===== src/core/scj_pkg.sv =====
// Purpose: Shared constants for the drop bus phase indicator block
// Assumes: 250 MHz system clock, one drop bus channel per instance
// Notes:   Byte slot timing is derived from the nominal drop byte period
package scj_pkg;

  // Drop data bus and tag layout
  localparam int DATA_W        = 8;
  localparam int TAG_W         = 3;
  localparam int WORD_W        = DATA_W + TAG_W;
  localparam int TAG_TOH_BIT   = 8;
  localparam int TAG_C1_BIT    = 9;
  localparam int TAG_J1_BIT    = 10;
  localparam int FIFO_DEPTH    = 4;

  // Timing: clock period and drop bus byte period, both in ns
  localparam int CLK_PERIOD_NS  = 4;
  localparam int BYTE_PERIOD_NS = 154;
  localparam int SLOT_CYCLES    = (BYTE_PERIOD_NS + CLK_PERIOD_NS - 1) / CLK_PERIOD_NS;
  localparam int HALF_CYCLES    = SLOT_CYCLES / 2;
  localparam int CNT_W          = 6;

  // Values after reset
  localparam logic [DATA_W-1:0] DATA_RST = 8'h00;
  localparam logic [CNT_W-1:0]  CNT_RST  = 6'h00;

  // Output stage states, Gray coded
  typedef enum logic [1:0] {
    SCJ_IDLE = 2'b00,
    SCJ_RUN  = 2'b01
  } scj_state_t;

endpackage


===== src/core/scj_fifo.sv =====
// Purpose: Small flip-flop FIFO between byte source and drop bus stage
// Assumes: Single clock, synchronous active high reset
// Notes:   Full and empty come from a true occupancy count
module scj_fifo
  import scj_pkg::*;
#(
  parameter int WIDTH = 8,
  parameter int DEPTH = 4
) (
  input  wire logic             clk,
  input  wire logic             srst,
  input  wire logic [WIDTH-1:0] inData,
  input  wire logic             inValid,
  output logic                  inReady,
  output logic      [WIDTH-1:0] outData,
  output logic                  outValid,
  input  wire logic             outReady
);

  localparam int PW = $clog2(DEPTH);

  logic [WIDTH-1:0] mem_r [DEPTH];
  logic [WIDTH-1:0] mem_nxt [DEPTH];
  logic [PW-1:0]    wrPtr_r, wrPtr_nxt;
  logic [PW-1:0]    rdPtr_r, rdPtr_nxt;
  logic [PW:0]      count_r, count_nxt;
  logic             doWr;
  logic             doRd;

  // Wrap an index at the buffer depth
  function automatic logic [PW-1:0] bump(input logic [PW-1:0] p);
    if (p == PW'(DEPTH - 1)) begin
      return '0;
    end
    return p + 1'b1;
  endfunction

  // Handshakes are combinational from the count
  assign inReady  = (count_r != (PW+1)'(DEPTH));
  assign outValid = (count_r != '0);
  assign outData  = mem_r[rdPtr_r];
  assign doWr     = inValid && inReady;
  assign doRd     = outValid && outReady;

  // Next pointers, occupancy and storage
  always_comb begin
    mem_nxt   = mem_r;
    wrPtr_nxt = wrPtr_r;
    rdPtr_nxt = rdPtr_r;
    count_nxt = count_r;
    if (doWr) begin
      mem_nxt[wrPtr_r] = inData;
      wrPtr_nxt        = bump(wrPtr_r);
    end
    if (doRd) begin
      rdPtr_nxt = bump(rdPtr_r);
    end
    if (doWr && !doRd) begin
      count_nxt = count_r + 1'b1;
    end else if (doRd && !doWr) begin
      count_nxt = count_r - 1'b1;
    end
  end

  // Register only; storage needs no reset
  always_ff @(posedge clk) begin
    mem_r <= mem_nxt;
    if (srst) begin
      wrPtr_r <= '0;
      rdPtr_r <= '0;
      count_r <= '0;
    end else begin
      wrPtr_r <= wrPtr_nxt;
      rdPtr_r <= rdPtr_nxt;
      count_r <= count_nxt;
    end
  end

endmodule


===== src/core/scj_drop_indicator.sv =====
// Purpose: Drop bus byte output with payload and C1/J1 phase indicators
// Assumes: Source tags each byte as overhead, C1 or J1; one clock domain
// Notes:   Shared pin carries the line clock while the bus is disabled
// Notes on behaviour
// - Shared pin is phase indicator when bus enabled
// - Disabled bus: shared pin drives transmit line clock
// - Phase indicator pulses high on C1 byte
// - Phase indicator pulses high on J1 byte
// - C1 pulse one bus period, payload low
// - J1 pulse one bus period, payload high
// - Payload low for overhead and C1, else high
module scj_drop_indicator
  import scj_pkg::*;
(
  input  wire logic              clk,
  input  wire logic              srst,
  input  wire logic              busEnable,
  input  wire logic              txLineClockIn,
  input  wire logic [DATA_W-1:0] srcData,
  input  wire logic              srcIsToh,
  input  wire logic              srcIsC1,
  input  wire logic              srcIsJ1,
  input  wire logic              srcValid,
  output logic                   srcReady,
  output logic      [DATA_W-1:0] drop_data_bus,
  output logic                   drop_payload_ind,
  output logic                   drop_bus_clock,
  output logic                   sharedPinOut
);

  logic [WORD_W-1:0] fifoIn;
  logic [WORD_W-1:0] fifoOut;
  logic              fifoValid;
  logic              fifoPop;

  logic [CNT_W-1:0]  slotCnt_r, slotCnt_nxt;
  logic              slotStart;
  logic              busClk_r, busClk_nxt;

  scj_state_t        state_r, state_nxt;
  logic [DATA_W-1:0] data_r, data_nxt;
  logic              payload_r, payload_nxt;
  logic              phase_r, phase_nxt;
  logic              lineClk_r, lineClk_nxt;
  logic              shared_r, shared_nxt;

  // Tags packed beside the byte so they travel in step with it
  assign fifoIn = {srcIsJ1, srcIsC1, srcIsToh, srcData};

  scj_fifo #(
    .WIDTH (WORD_W),
    .DEPTH (FIFO_DEPTH)
  ) u_fifo (
    .clk      (clk),
    .srst     (srst),
    .inData   (fifoIn),
    .inValid  (srcValid),
    .inReady  (srcReady),
    .outData  (fifoOut),
    .outValid (fifoValid),
    .outReady (fifoPop)
  );

  // One byte leaves per slot; a slow slot rate back-pressures the source
  assign slotStart = (slotCnt_r == CNT_W'(SLOT_CYCLES - 1));
  assign fifoPop   = slotStart && fifoValid && busEnable;

  // Byte slot divider and drop bus clock
  always_comb begin
    slotCnt_nxt = slotStart ? CNT_RST : slotCnt_r + 1'b1;
    // Rises mid-slot so the receiver samples a settled byte
    busClk_nxt  = (slotCnt_nxt >= CNT_W'(HALF_CYCLES));
  end

  always_ff @(posedge clk) begin
    if (srst) begin
      slotCnt_r <= CNT_RST;
      busClk_r  <= 1'b0;
    end else begin
      slotCnt_r <= slotCnt_nxt;
      busClk_r  <= busClk_nxt;
    end
  end

  // Byte output stage; indicators change only at slot boundaries
  always_comb begin
    state_nxt   = state_r;
    data_nxt    = data_r;
    payload_nxt = payload_r;
    phase_nxt   = phase_r;
    if (slotStart) begin
      phase_nxt = 1'b0;
      case (state_r)
        SCJ_IDLE: begin
          payload_nxt = 1'b0;
          if (fifoPop) begin
            state_nxt = SCJ_RUN;
          end
        end
        SCJ_RUN: begin
          if (!busEnable) begin
            state_nxt   = SCJ_IDLE;
            payload_nxt = 1'b0;
          end
        end
        default: begin
          state_nxt = SCJ_IDLE;
        end
      endcase
      if (fifoPop) begin
        data_nxt    = fifoOut[DATA_W-1:0];
        payload_nxt = !fifoOut[TAG_TOH_BIT];
        if (fifoOut[TAG_C1_BIT]) begin
          phase_nxt   = 1'b1;
          payload_nxt = 1'b0;
        end else if (fifoOut[TAG_J1_BIT]) begin
          phase_nxt   = 1'b1;
          payload_nxt = 1'b1;
        end
      end
    end
  end

  always_ff @(posedge clk) begin
    if (srst) begin
      state_r   <= SCJ_IDLE;
      data_r    <= DATA_RST;
      payload_r <= 1'b0;
      phase_r   <= 1'b0;
    end else begin
      state_r   <= state_nxt;
      data_r    <= data_nxt;
      payload_r <= payload_nxt;
      phase_r   <= phase_nxt;
    end
  end

  // Shared pin mux, registered so the pin never glitches
  always_comb begin
    lineClk_nxt = txLineClockIn;
    if (busEnable) begin
      shared_nxt = phase_r;
    end else begin
      shared_nxt = lineClk_r;
    end
  end

  always_ff @(posedge clk) begin
    if (srst) begin
      lineClk_r <= 1'b0;
      shared_r  <= 1'b0;
    end else begin
      lineClk_r <= lineClk_nxt;
      shared_r  <= shared_nxt;
    end
  end

  // Phase indicator and byte both pass one stage to the pins, keeping them aligned
  logic [DATA_W-1:0] dataOut_r;
  logic              payloadOut_r;

  always_ff @(posedge clk) begin
    if (srst) begin
      dataOut_r    <= DATA_RST;
      payloadOut_r <= 1'b0;
    end else begin
      dataOut_r    <= data_r;
      payloadOut_r <= payload_r;
    end
  end

  assign drop_data_bus    = dataOut_r;
  assign drop_payload_ind = payloadOut_r;
  assign drop_bus_clock   = busClk_r;
  assign sharedPinOut     = shared_r;

endmodule


===== config.mk =====
export PLATFORM = sky130hd
export DESIGN_NAME = scj_drop_indicator
export DESIGN_NICKNAME = d
export VERILOG_FILES = /design/src/core/scj_pkg.sv /design/src/core/scj_fifo.sv /design/src/core/scj_drop_indicator.sv
export SDC_FILE = /design/constraint.sdc
export NUM_CORES = 1
export LEC_CHECK = 0
export ABC_AREA = 1
export BUFFER_PORTS_ARGS = -buffer_cell sky130_fd_sc_hd__clkbuf_2
export CORE_AREA = 2 2 77 79
export CTS_CLUSTER_SIZE = 24
export DETAILED_ROUTE_END_ITERATION = 8
export DIE_AREA = 0 0 79 81
export PLACE_DENSITY_LB_ADDON = 0.05
export SYNTH_ARGS = -nofsm -noshare
export SYNTH_HDL_FRONTEND = slang
export SYNTH_HIERARCHICAL = 1
export SYNTH_SLANG_ARGS = --single-unit

===== constraint.sdc =====
create_clock -name clk -period 3.5 [get_ports clk]
set_input_delay 0.525 -clock clk [delete_from_list [all_inputs] [get_ports clk]]
set_output_delay 0.525 -clock clk [all_outputs]
set_load 0.005 [all_outputs]

==> reports/qor.txt <==
post-synthesis cell count = 319
VDD IR max = 0.310 mV
I/O pin count = 28
First DRT Iteration DRCs = 115
DRT Pass-1 Iters = 4
hold slack = 381 ps
commonest non-fill, non-tap cell in the layout = nor2_1
Critical Path End Type = flop
Max Buffers Root-to-Sink = 2
Yosys Warn Count = 6
Setup Fix Bufs, Post-CTS = 0
clock-pin slew on the worst setup and hold paths = 90 ps
Setup TNS Final = 0 ps
mapped cell area = 0.00322 mm^2
CP bufs+invs = 4
Avg Vias per Cell = 4.92
Placeable Area = 0.00568 mm^2
Slew Viols, Final = 0
DP Worst Slack = 1180 ps
Yosys top cell by area = edfxtp_1
Worst EP arrival = 2540 ps
RSZ-0062 raised after global routing = no
DR WL/cell = 12.4 um
slew at the pin closest to its max-slew limit = 1050 ps
via count = 2117
total grt overflow = 0
layout net count = 375
Die X = 79 um
Leak = 0.00152 uW
setup slack, reg-to-reg = 1190 ps
worst reg2reg path depth = 12
die area = 0.00640 mm^2
hpwl dp = 3.42 mm
cts repair resizes = 0
syn nets = 344
n_diodes = 0
top cell type's share of synthesized area = 41.1%
CTS Sinks = 80
Starting Density = 56.7%
GPL Wtd Cong = 0.812
Max Freq = 0.433 GHz
Area Overhead vs Synth = 12.3%
Worst path max stage delay = 410 ps
Slew HR = 29.6%
WP depth = 12
kind of critical path = reg -> reg
All-Layer GR Usage = 18.2%
skew final = 7.24 ps
final period utilization = 66.0%
clk_lat worst skew = 330 ps
CTS tree = done
hold depth = 3
Rows = 28
critical path peak fanout = 18
hold buffers post-CTS = 0
final hold vios = 0
Die Span Y = 81 um
vias in the first global route = 1941
register area share after synthesis = 63.5%
I/O Buffers = 27
initial antenna violation count = 0
Setup violations, final = 0
Max-Cap Viols = 0
antenna-violating nets left = 0
worst min path class = in -> reg
#FFs+latches synth = 80
first-pass GRT wire length = 8.87 mm
final WL = 5.35 mm
WP data required = 3730 ps
Slowest cell on crit path = fa_1
layout cells sized above 1 = 16.1%
# H-tree levels = 3
CP dominant cell by count = inv_1
clk root buf = clkbuf_8
Hold Crit Start = txLineClockIn
Final min period = 2310 ps
pwr dens = 539 mW/mm^2
Synth Area per Inst = 10.1 um^2
Worst R2R Start = slotCnt_r[0]$_SDFF_PP0_
most frequent cells in the layout = nor2_1, edfxtp_1, nand2_1, dfxtp_1, inv_1
CP Launch Type = flop
CP top delay family = adder cells
setup ws final = 1190 ps
status = completed
largest net degree at the start of global routing = 24
Post-route DRC = 0
crit path from = slotCnt_r[0]$_SDFF_PP0_
Yosys cell types = 26
CP Cell Sequence = inv_1 -> ha_1 -> nand2_1 -> inv_1 -> nand4_4 -> inv_1 -> nand2_2 -> ha_1 -> inv_1 -> fa_1 -> o21ai_0 -> nor2_1
largest cells by area after synthesis = edfxtp_1, dfxtp_1, nor2_1
Num CTS Buffers = 9
-- cells by family after synthesis --
kind of cell,share of synthesized area (%)
simple gates,17.7
flops,63.5
compound gates,8.09
buf+inv,6.73
fa+ha+maj,3.73
xor+xnor,0.272
-- worst paths after layout --
check | endpoint
worst max-delay path | u_fifo/count_r[1]$_SDFFE_PP0P_
worst min-delay path | lineClk_r$_SDFF_PP0_
worst max register to register | u_fifo/count_r[1]$_SDFFE_PP0P_
worst min register to register | drop_payload_ind$_SDFF_PP0_
-- Yosys cell counts (all sizes together) --
cell,n
a21oi,7
buf,8
clkbuf,1
dfxtp,36
edfxtp,44
fa,1
ha,8
inv,38
nand2,47
nand3,7
nand3b,2
nand4,5
nor2,73
o21ai,29
o21bai,1
o22ai,11
xor2,1
-- layout make-up --
class                      count  area, um^2
fill                         466        2060
sequential                    80        2040
multi-input combinational    192         958
timing repair buffer          29         150
inverter                      38         143
clock buffer                   9         124
clock inverter                 7         103
tap                           75        93.8
-- through the flow --
| stage | instances | utilization [%] | instance area (um^2) | total power [uW] |
|---|---|---|---|---|
| final | 430 | 63.7 | 3610 | 1950 |
| after global placement | 414 | 59.7 | 3390 | 1210 |
| after detailed placement | 414 | 59.7 | 3390 | 1220 |
| after global routing | 430 | 63.7 | 3610 | 2030 |
| after floorplan | 319 | - | 3220 | 1170 |
| after CTS | 430 | 63.7 | 3610 | 1970 |
-- worst reg2reg max path: stages, from the launching register on --
cell	delay, ps
dfxtp_1	360
inv_1	80
ha_1	130
nand2_1	60
inv_1	100
nand4_4	260
inv_1	210
nand2_2	80
ha_1	200
inv_1	90
fa_1	410
o21ai_0	180
nor2_1	50
-- power by group --
group | internal (uW) | switching [uW]
clock network | 411 | 346
logic | 44.1 | 92.0
registers | 1040 | 19.7
-- flip-flops by register name, summed over array words and instances, names as in the netlist --
signal / flops
drop_data_bus: 8
sharedPinOut: 1
drop_payload_ind: 1
payload_r: 1
u_fifo/wrPtr_r: 2
state_r: 1
u_fifo/rdPtr_r: 2
data_r: 8
lineClk_r: 1
slotCnt_r: 6
u_fifo/count_r: 3
u_fifo/mem_r: 44
phase_r: 1
drop_bus_clock: 1
-- routing by layer --
layer	GRT usage, %	share of wire [%]	vias up	routed length [um]
met4	7.93	0.79	0	42
met5	0	0	-	0
met1	24.4	49	956	2620
li1	-	-	1112	-
met2	29.2	46	45	2440
met3	3.67	4.6	4	246
No activity file was read; power rests on OpenSTA's default activity.
